===== config.mk =====
export PLATFORM = sky130hd
export DESIGN_NAME = srm_monitor
export DESIGN_NICKNAME = d
export VERILOG_FILES = /design/src/srm_pkg.sv /design/src/srm_sync.sv /design/src/srm_monitor.sv
export VERILOG_INCLUDE_DIRS = /design/src
export SDC_FILE = /design/constraint.sdc
export NUM_CORES = 1
export LEC_CHECK = 0
export BUFFER_PORTS_ARGS = -buffer_cell sky130_fd_sc_hd__buf_2
export CAP_MARGIN = 20
export CORE_UTILIZATION = 65
export DETAILED_ROUTE_END_ITERATION = 8
export GPL_ROUTABILITY_DRIVEN = 0
export GPL_TIMING_DRIVEN = 0
export HOLD_SLACK_MARGIN = 0.02
export PLACE_DENSITY = 0.84
export SLEW_MARGIN = 20
export SYNTH_ARGS = -nofsm -noshare
export SYNTH_HDL_FRONTEND = slang
export SYNTH_SLANG_ARGS = --single-unit

===== constraint.sdc =====
create_clock -name clk -period 4.8 [get_ports clk]
set_input_delay 0.48 -clock clk [delete_from_list [all_inputs] [get_ports clk]]
set_output_delay 0.48 -clock clk [all_outputs]
set_load 0.02 [all_outputs]

===== src/srm_regs.svh =====
// register offsets, field positions, reset values and timing figures of the sysref monitor
`ifndef SRM_REGS_SVH
`define SRM_REGS_SVH

// ------------------------------------------------------------
// serial frame layout
// ------------------------------------------------------------
`define SRM_FRAME_BITS 5'h18
`define SRM_HDR_BITS 5'h10
`define SRM_LAST_BIT 5'h17
`define SRM_RW_BIT 15
`define SRM_ADDR_HI 11
`define SRM_ADDR_LO 0

// ------------------------------------------------------------
// pages and register offsets
// ------------------------------------------------------------
`define SRM_PAGE_ADDR 12'h005
`define SRM_PAGE_DIGITAL 8'h02
`define SRM_PAGE_ANALOG 8'h40
`define SRM_COUPLING_ADDR 12'h0b4
`define SRM_FLAGS_ADDR 12'h22f
`define SRM_ENCNT_ADDR 12'h236

// ------------------------------------------------------------
// fields and reset values
// ------------------------------------------------------------
`define SRM_COUPLING_AC 8'h01
`define SRM_ENCNT_INPUT_BIT 1
`define SRM_ENCNT_START_BIT 0
`define SRM_FLAGS_FIXED 1'h1
`define SRM_PAGE_RESET 8'h00
`define SRM_COUPLING_RESET 8'h00
`define SRM_ENCNT_RESET 8'h00
`define SRM_PULSE_LIMIT 16

// ------------------------------------------------------------
// capture window taps (index into the sampled tap vector)
// ------------------------------------------------------------
`define SRM_MAIN_DELAY_PS 160
`define SRM_TAP_COUNT 6
`define SRM_TAP_MAIN 2
`define SRM_TAP_M50_PS -50
`define SRM_TAP_M25_PS -25
`define SRM_TAP_P16_PS 16
`define SRM_TAP_P32_PS 32
`define SRM_TAP_P48_PS 48
`define SRM_WINDOW_PS 100

// ------------------------------------------------------------
// multiframe divisors for the bypass modes
// ------------------------------------------------------------
`define SRM_BYP_A_DIV 16'h0014
`define SRM_BYP_B_DIV 16'h0004

`endif


===== src/srm_pkg.sv =====
// types shared by the sysref monitor files
package srm_pkg;

  // ------------------------------------------------------------
  // multiframe clock modes
  // ------------------------------------------------------------
  typedef enum logic [1:0] {
    SRM_MODE_BYP_84810 = 2'h0,
    SRM_MODE_BYP_8422 = 2'h1,
    SRM_MODE_DECIM = 2'h2
  } srm_mode_type;

  // multiframe configuration carried as one port
  typedef struct packed {
    srm_mode_type mode;  // bypass or decimation
    logic [4:0] k;       // frames per multiframe
    logic [7:0] d;       // decimation factor
    logic [2:0] s;       // samples per frame
  } srm_lmfc_cfg_type;

  // ------------------------------------------------------------
  // serial port states
  // ------------------------------------------------------------
  typedef enum logic [1:0] {
    SRM_SPI_IDLE = 2'h0,
    SRM_SPI_SHIFT = 2'h1,
    SRM_SPI_READ = 2'h2
  } srm_spi_state_type;

endpackage : srm_pkg


===== src/srm_sync.sv =====
// two-flop synchroniser for pins from outside the clock domain
`timescale 1ns/1ns
module srm_sync #(
  parameter int WIDTH = 1
) (
  input wire logic clk,
  input wire logic resetn,
  input wire logic [WIDTH-1:0] async_in,
  output logic [WIDTH-1:0] sync_out
);

  logic [WIDTH-1:0] meta_q;  // first stage, read only by second

  initial begin
    if (WIDTH < 1) $error("srm_sync: WIDTH must be positive");
  end

  // ------------------------------------------------------------
  // two stages per bit
  // ------------------------------------------------------------
  for (genvar i = 0; i < WIDTH; i++) begin : g_bit
    always_ff @(posedge clk or negedge resetn) begin
      if (!resetn) begin
        meta_q[i] <= 1'b0;
        sync_out[i] <= 1'b0;
      end else begin
        meta_q[i] <= async_in[i];
        sync_out[i] <= meta_q[i];
      end
    end
  end

endmodule : srm_sync


===== src/srm_monitor.sv =====
// sysref capture, pulse counting, multiframe alignment, window monitor and paged serial port
`timescale 1ns/1ns
`include "srm_regs.svh"

// Operation
// - accepted sysref resets blocks, realigns multiframe
// - mask sends sysref only to oscillator
// - multiframe period 20K, 4K or DSK
// - count pulses, ignore after first sixteen
// - coupling register 0x01 selects AC coupling
// - main capture uses clock delayed 160 ps
// - extra samples at five offsets around capture
// - adjacent sample mismatch sets window flag
// - window flags refresh on each rising edge
// - flag register layout with fixed ones
module srm_monitor #(
  parameter int PULSE_LIMIT = `SRM_PULSE_LIMIT
) (
  input wire logic clk,
  input wire logic resetn,
  input wire logic spi_sen_n,
  input wire logic spi_sclk,
  input wire logic spi_sdio_in,
  output logic spi_sdio_out,
  output logic spi_sdio_oe,
  input wire logic [`SRM_TAP_COUNT-1:0] sysref_taps,
  input wire logic sysref_nco_only,
  input wire srm_pkg::srm_lmfc_cfg_type lmfc_cfg,
  output logic digital_reset_pulse,
  output logic nco_sync_pulse,
  output logic lmfc_pulse,
  output logic sysref_ac_coupled,
  output logic window_any_mismatch,
  output logic [4:0] sysref_pulse_count
);

  initial begin
    if (PULSE_LIMIT < 1 || PULSE_LIMIT > 31) $error("srm_monitor: PULSE_LIMIT out of range");
  end

  // ------------------------------------------------------------
  // pin synchronisers
  // ------------------------------------------------------------
  logic sen_sel_s;  // synchronised select, high while selected
  logic sen_n_s;  // synchronised select, active low
  logic sclk_s;  // synchronised serial clock
  logic sdio_s;  // synchronised serial data
  logic [`SRM_TAP_COUNT-1:0] taps_s;  // synchronised window taps

  // taps arrive already captured by delayed clocks
  srm_sync #(.WIDTH(`SRM_TAP_COUNT + 3)) u_sync (
    .clk(clk),
    .resetn(resetn),
    .async_in({~spi_sen_n, spi_sclk, spi_sdio_in, sysref_taps}),
    .sync_out({sen_sel_s, sclk_s, sdio_s, taps_s})
  );

  // flops reset low, so the inverted select idles deselected after reset
  assign sen_n_s = ~sen_sel_s;

  // ------------------------------------------------------------
  // edge detection
  // ------------------------------------------------------------
  logic sclk_prev_q;  // previous serial clock
  logic main_prev_q;  // previous main capture
  logic sclk_rise;
  logic sclk_fall;
  logic main_rise;  // rising sysref on main capture

  // previous values for edges
  always_ff @(posedge clk or negedge resetn) begin
    if (!resetn) begin
      sclk_prev_q <= 1'b0;
      main_prev_q <= 1'b0;
    end else begin
      sclk_prev_q <= sclk_s;
      main_prev_q <= taps_s[`SRM_TAP_MAIN];
    end
  end

  assign sclk_rise = sclk_s & ~sclk_prev_q & ~sen_n_s;
  assign sclk_fall = ~sclk_s & sclk_prev_q & ~sen_n_s;
  assign main_rise = taps_s[`SRM_TAP_MAIN] & ~main_prev_q;

  // ------------------------------------------------------------
  // register decode helpers
  // ------------------------------------------------------------
  // paged address hit; the page register itself is unpaged
  function automatic logic reg_hit(input logic [7:0] page, input logic [11:0] addr,
                                   input logic [7:0] want_page, input logic [11:0] want_addr);
    reg_hit = (page == want_page) && (addr == want_addr);
  endfunction : reg_hit

  // multiframe length in sample periods
  function automatic logic [15:0] lmfc_len(input srm_pkg::srm_lmfc_cfg_type c);
    case (c.mode)
      srm_pkg::SRM_MODE_BYP_84810: lmfc_len = 16'(`SRM_BYP_A_DIV * {11'h000, c.k});
      srm_pkg::SRM_MODE_BYP_8422: lmfc_len = 16'(`SRM_BYP_B_DIV * {11'h000, c.k});
      srm_pkg::SRM_MODE_DECIM: lmfc_len = 16'({8'h00, c.d} * {13'h0000, c.s} * {11'h000, c.k});
      default: lmfc_len = 16'h0001;
    endcase
  endfunction : lmfc_len

  // ------------------------------------------------------------
  // serial port shift logic
  // ------------------------------------------------------------
  srm_pkg::srm_spi_state_type spi_state_q;  // frame phase
  logic [23:0] shift_q;  // incoming frame bits
  logic [23:0] shift_d;
  logic [4:0] bitcnt_q;  // bits taken this frame
  logic [7:0] rdata_q;  // read data being shifted out
  logic [7:0] page_q;  // page select
  logic [7:0] coupling_q;  // coupling select
  logic [7:0] encnt_q;  // enable and counter control
  logic [7:0] flags_rd;  // window flag register image
  logic [7:0] rd_mux;
  logic wr_commit;  // frame completes as a write
  logic [11:0] wr_addr;
  logic [7:0] wr_data;

  assign shift_d = {shift_q[22:0], sdio_s};
  assign wr_addr = shift_d[`SRM_ADDR_HI + 8:`SRM_ADDR_LO + 8];
  assign wr_data = shift_d[7:0];
  assign wr_commit = sclk_rise && (bitcnt_q == `SRM_LAST_BIT) && !shift_d[`SRM_RW_BIT + 8];

  // read data selection at the end of the header
  always_comb begin
    rd_mux = 8'h00;
    if (shift_d[`SRM_ADDR_HI:`SRM_ADDR_LO] == `SRM_PAGE_ADDR) begin
      rd_mux = page_q;
    end else if (reg_hit(page_q, shift_d[11:0], `SRM_PAGE_ANALOG, `SRM_COUPLING_ADDR)) begin
      rd_mux = coupling_q;
    end else if (reg_hit(page_q, shift_d[11:0], `SRM_PAGE_DIGITAL, `SRM_FLAGS_ADDR)) begin
      rd_mux = flags_rd;
    end else if (reg_hit(page_q, shift_d[11:0], `SRM_PAGE_DIGITAL, `SRM_ENCNT_ADDR)) begin
      rd_mux = encnt_q;
    end
  end

  // frame sequencing and read output
  always_ff @(posedge clk or negedge resetn) begin
    if (!resetn) begin
      spi_state_q <= srm_pkg::SRM_SPI_IDLE;
      shift_q <= 24'h000000;
      bitcnt_q <= 5'h00;
      rdata_q <= 8'h00;
      spi_sdio_out <= 1'b0;
      spi_sdio_oe <= 1'b0;
    end else if (sen_n_s) begin
      // deselect aborts any frame
      spi_state_q <= srm_pkg::SRM_SPI_IDLE;
      bitcnt_q <= 5'h00;
      spi_sdio_oe <= 1'b0;
    end else begin
      case (spi_state_q)
        srm_pkg::SRM_SPI_IDLE: begin
          spi_state_q <= srm_pkg::SRM_SPI_SHIFT;
        end
        srm_pkg::SRM_SPI_SHIFT: begin
          if (sclk_rise) begin
            shift_q <= shift_d;
            bitcnt_q <= bitcnt_q + 5'h01;
            // header done: read frames switch to driving data
            if (bitcnt_q == `SRM_HDR_BITS - 5'h01 && shift_d[`SRM_RW_BIT]) begin
              rdata_q <= rd_mux;
              spi_state_q <= srm_pkg::SRM_SPI_READ;
            end
          end
        end
        srm_pkg::SRM_SPI_READ: begin
          if (sclk_fall && bitcnt_q < `SRM_FRAME_BITS) begin
            spi_sdio_oe <= 1'b1;
            spi_sdio_out <= rdata_q[7];
            rdata_q <= {rdata_q[6:0], 1'b0};
          end
          if (sclk_rise) begin
            bitcnt_q <= bitcnt_q + 5'h01;
          end
        end
        default: begin
          spi_state_q <= srm_pkg::SRM_SPI_IDLE;
        end
      endcase
    end
  end

  // ------------------------------------------------------------
  // writable registers
  // ------------------------------------------------------------
  logic hit_coupling;
  logic hit_encnt;

  assign hit_coupling = wr_commit
                        && reg_hit(page_q, wr_addr, `SRM_PAGE_ANALOG, `SRM_COUPLING_ADDR);
  assign hit_encnt = wr_commit && reg_hit(page_q, wr_addr, `SRM_PAGE_DIGITAL, `SRM_ENCNT_ADDR);

  // page, coupling and counter control storage
  always_ff @(posedge clk or negedge resetn) begin
    if (!resetn) begin
      page_q <= `SRM_PAGE_RESET;
      coupling_q <= `SRM_COUPLING_RESET;
      encnt_q <= `SRM_ENCNT_RESET;
    end else begin
      if (wr_commit && wr_addr == `SRM_PAGE_ADDR) begin
        page_q <= wr_data;
      end
      if (hit_coupling) begin
        coupling_q <= wr_data;
      end
      if (hit_encnt) begin
        encnt_q <= wr_data;
      end
    end
  end

  always_ff @(posedge clk or negedge resetn) begin
    if (!resetn) begin
      sysref_ac_coupled <= 1'b0;
    end else begin
      sysref_ac_coupled <= (coupling_q == `SRM_COUPLING_AC);
    end
  end

  // ------------------------------------------------------------
  // pulse counter and sysref distribution
  // ------------------------------------------------------------
  logic cnt_clear;  // write with start bit low clears count
  logic accept;  // sysref edge that is used

  // enable and start bits gate counting
  assign cnt_clear = hit_encnt && !wr_data[`SRM_ENCNT_START_BIT];
  // only the first pulses after enabling count
  assign accept = main_rise && encnt_q[`SRM_ENCNT_INPUT_BIT] && encnt_q[`SRM_ENCNT_START_BIT]
                  && (sysref_pulse_count < 5'(PULSE_LIMIT));

  // count of accepted pulses; a clear wins, and a pulse in the same cycle restarts the count at one
  always_ff @(posedge clk or negedge resetn) begin
    if (!resetn) begin
      sysref_pulse_count <= 5'h00;
    end else if (cnt_clear) begin
      sysref_pulse_count <= accept ? 5'h01 : 5'h00;
    end else if (accept) begin
      sysref_pulse_count <= sysref_pulse_count + 5'h01;
    end
  end

  // masked sysref reaches only the oscillator
  always_ff @(posedge clk or negedge resetn) begin
    if (!resetn) begin
      digital_reset_pulse <= 1'b0;
      nco_sync_pulse <= 1'b0;
    end else begin
      digital_reset_pulse <= accept && !sysref_nco_only;
      nco_sync_pulse <= accept;
    end
  end

  // ------------------------------------------------------------
  // local multiframe counter
  // ------------------------------------------------------------
  logic [15:0] period_q;  // multiframe length
  logic [15:0] period_d;  // coming multiframe length
  logic [15:0] lmfc_cnt_q;  // position within multiframe
  logic lmfc_wrap;

  // period from mode, K, D and S
  always_ff @(posedge clk or negedge resetn) begin
    if (!resetn) begin
      period_q <= 16'h0001;
    end else begin
      period_q <= period_d;
    end
  end

  // zero length would never wrap, so it is held at one
  assign period_d = (lmfc_len(lmfc_cfg) == 16'h0000) ? 16'h0001 : lmfc_len(lmfc_cfg);
  // wrap against the coming length so a shortened period never overruns
  assign lmfc_wrap = (lmfc_cnt_q >= period_d - 16'h0001);

  // accepted unmasked sysref realigns the multiframe
  always_ff @(posedge clk or negedge resetn) begin
    if (!resetn) begin
      lmfc_cnt_q <= 16'h0000;
      lmfc_pulse <= 1'b0;
    end else if (accept && !sysref_nco_only) begin
      lmfc_cnt_q <= 16'h0000;
      lmfc_pulse <= 1'b1;
    end else begin
      lmfc_cnt_q <= lmfc_wrap ? 16'h0000 : lmfc_cnt_q + 16'h0001;
      lmfc_pulse <= lmfc_wrap;
    end
  end

  // ------------------------------------------------------------
  // capture window monitor
  // ------------------------------------------------------------
  logic [4:0] mismatch;  // adjacent tap differences
  logic [4:0] flags_q;  // flags five down to one

  // five adjacent pairs across the tap vector
  // a differing pair marks the transition
  for (genvar i = 0; i < 5; i++) begin : g_pair
    assign mismatch[i] = taps_s[i] ^ taps_s[i + 1];
  end

  // refreshed on each rising edge, never sticky
  always_ff @(posedge clk or negedge resetn) begin
    if (!resetn) begin
      flags_q <= 5'h00;
      window_any_mismatch <= 1'b0;
    end else if (main_rise) begin
      flags_q <= mismatch;
      window_any_mismatch <= |mismatch;
    end
  end

  // fixed ones around flags and combined bit
  assign flags_rd = {`SRM_FLAGS_FIXED, flags_q[4:0], window_any_mismatch, `SRM_FLAGS_FIXED};
endmodule : srm_monitor


==> results.cfg <==
[power_and_ir_drop]
p_sw_mw = 2.391
power_frac_seq = 0.216
combPwrFrac = 0.552
switching_share = 0.4233
p_per_area_nw_per_um2 = 563.3
ir_drop_mv = 0.7869
power.leakage_nw = 4.919
clockPowerShare = 0.232
power_mw = 5.648
internal-power_mw = 3.257

[floorplanning]
coreArea_um2 = 12160
chipWidth_um = 114.6
dieArea_um2 = 13130
start_util = 0.6777
die_h_um = 114.6
io-pin-count = 42
rows = 40

[worst_setup_path]
critical_path_required_ps = 5150
slowest_stage = fa_1
r2r-end = sysref_pulse_count[0]
critPathLaunch = lmfc_cfg[0]
cpMostUsedCell = a21o_1
reg2reg_slack_ps = 1820
cpPeakStageDelay_ps = 510
r2r_cells = 9
endpoint_kind = flop
path_class = input pin to flop
worstPathArrival_ps = 8420
timing.rr.start = bitcnt_q[0]
crit_end = lmfc_cnt_q[7]
cp-start-kind = input pin
crit_path_max_fanout = 6

[timing]
max_slew.worst_pin.slew_ps = 924.3
timing.fmax_mhz = 123.9
finalSetupTns_ps = -55010
hold_violations = 0
layout_min_cycle_time_ps = 8069
rsz0062_at_grt = true
worst_slack_ps = -3269
relSlewSlack = 0.3790
setup_viol = 17
clock_skew_ps = 10.12
fin_crit_sh = 1.681
final_max_slew_viol_count = 0

[logic_synthesis]
syn_area_um2 = 8242
synthesis.nets = 962
ys.flop_type = dfrtp_1
postSynthCellCount = 832
synth_edf_count = 0
async_reset_ff_frac = 1.000
ys_types = 76
yosysWarnings = 0
avgSynthCellArea_um2 = 9.906
seq_area_frac_synth = 0.3492
ys_ff_latch = 115

[route]
drc = 0
vias_per_cell = 6.058
dr.pass1.iters = 6
drtIter0Drc = 578
wirelength_um = 20190
ant_nets = 0
post_drt_wl_per_cell_um = 18.23
vias = 6712

[clock_tree]
cts_tree = built
clk_pin_slew_ps = 60
root_buffer = clkbuf_16
cts_max_level = 4
cts_max_path_buffers = 2
cts.sinks = 115
clock_latency_ps = 420
cts_buffers = 17

[final_layout]
layout-drive-gt1-share = 0.2691
layout_commonest_cell = dfrtp_1
layout_common_cells = dfrtp_1, nand2_1, inv_1, ha_1, mux2_2
syn_to_final_growth_pct = 21.65
layout.cells.non_filler = 1108
nets = 1057
antenna_cells = 0

[status]
status = finished, violations left
violations = setup timing

[grt]
track_usage = 0.3233
antenna_found_initial = 1
grt_overflow = 0
grt_max_degree = 71
grt_pass1_wl_um = 32980
grt_pass1_vias = 6908

[hold_path]
hold_class = input pin to flop

[placed_design]
dp_hpwl_um = 13170
io_buffer_count = 41
dp.cells = 1042
dp_slack_ps = -4004

[run]
drv_cap = 0
==> final cells by class <==
type | instances | area (um^2)
plain buffers | 18 | 125.1
clock buffers | 17 | 425.4
clock inverters | 15 | 182.7
fillers | 658 | 2136
inverters | 70 | 262.8
multi-input cells | 628 | 5408
flip-flops and latches | 115 | 2878
well taps | 168 | 210.2
repair buffers | 77 | 534.3
==> synth_stat cells, drive strengths merged, types with 7 or more instances <==
cell,count,area share
a21oi,34,0.022
nor2,61,0.028
mux2i,7,0.0085
clkbuf,16,0.0085
xnor2,26,0.028
mux2,47,0.064
o21ai,31,0.019
and3,14,0.011
nor2b,10,0.0085
inv,70,0.032
nand2b,14,0.011
dfrtp,115,0.35
fa,35,0.085
and2,42,0.032
ha,65,0.099
a21o,19,0.017
xor2,17,0.018
nand2,82,0.037
nor3,13,0.0097
nand3,23,0.015
nand4,7,0.0053
==> state kept, by name, indices dropped and copies added (netlist names), 2 cells and up <==
| register | flops |
|---|---|
| bitcnt_q | 5 |
| coupling_q | 8 |
| encnt_q | 8 |
| flags_q | 5 |
| lmfc_cnt_q | 16 |
| page_q | 8 |
| rdata_q | 8 |
| shift_q | 23 |
| spi_state_q | 2 |
| sysref_pulse_count | 5 |
| u_sync.meta_q | 9 |
| u_sync.sync_out | 9 |
==> critical path, delay by kind of cell <==
kind                       cells  cell delay [ps]
and+or+nand+nor                8             1050
xor gates and xnor gates       2              370
AOI/OAI and AO/OA             14             2430
adders and majority gates      8             2960
buffers and inverters         11             1100
==> power by group through the flow <==
| stage | Sequential (mW) | Clock [mW] | Combinational, mW |
|---|---|---|---|
| CTS | 1.21 | 1.32 | 2.77 |
| detailed placement | 1.23 | 0 | 2.22 |
| floorplan | 1.19 | 0 | 1.78 |
| finish | 1.22 | 1.31 | 3.11 |
| global placement | 1.21 | 0 | 2.10 |
| global route | 1.23 | 1.36 | 3.35 |
==> worst min path at each step <==
stage                                start            endpoint  slack [ps]  cells past startpoint
after floorplan                     resetn         bitcnt_q[0]         180                      0
after global placement    u_sync.meta_q[6]  u_sync.sync_out[6]         330                      0
after detailed placement  u_sync.meta_q[0]  u_sync.sync_out[0]         340                      0
after CTS                   sysref_taps[5]    u_sync.meta_q[5]         160                      1
after global routing        sysref_taps[5]    u_sync.meta_q[5]         160                      1
final                       sysref_taps[5]    u_sync.meta_q[5]         170                      1
==> routing by layer <==
metal  vias up  global-route usage  wire, um
li1       3066                   -         -
met1      3314              0.4066      8172
met2       267              0.5648     10340
met3        63             0.05770      1136
met4         2              0.1065       527
met5         -                   0        14
==> timing repair <==
item,CTS,global route
gates cloned,1,0
hold buffers,1,0
hold endpoints to repair,45,0
endpoints found under the setup margin,17,17
buffers inserted,25,8
resized for setup,59,22
pin swaps,26,21
==> cells by family (layout without fill, tap and decap cells) <==
group,count (synthesis),count (layout),synth area share
XOR/XNOR,43,43,0.04570
AO/OA/AOI/OAI,128,128,0.1093
buffers and inverters,89,197,0.04311
flip-flops,115,115,0.3492
adder cells (fa/ha/maj),100,100,0.1837
AND/OR/NAND/NOR,303,303,0.1963
multiplexers,54,54,0.07272
==> through the flow <==
stage	instance area (um^2)	hold WS, ps	util
after floorplan	8379	184.4	-
after global placement	8795	331.3	0.7231
after detailed placement	8828	335.6	0.7259
after CTS	9879	155.3	0.8123
after global routing	10030	161.8	0.8244
final	10030	165.3	0.8244
Power figures use the tool's default switching activity.
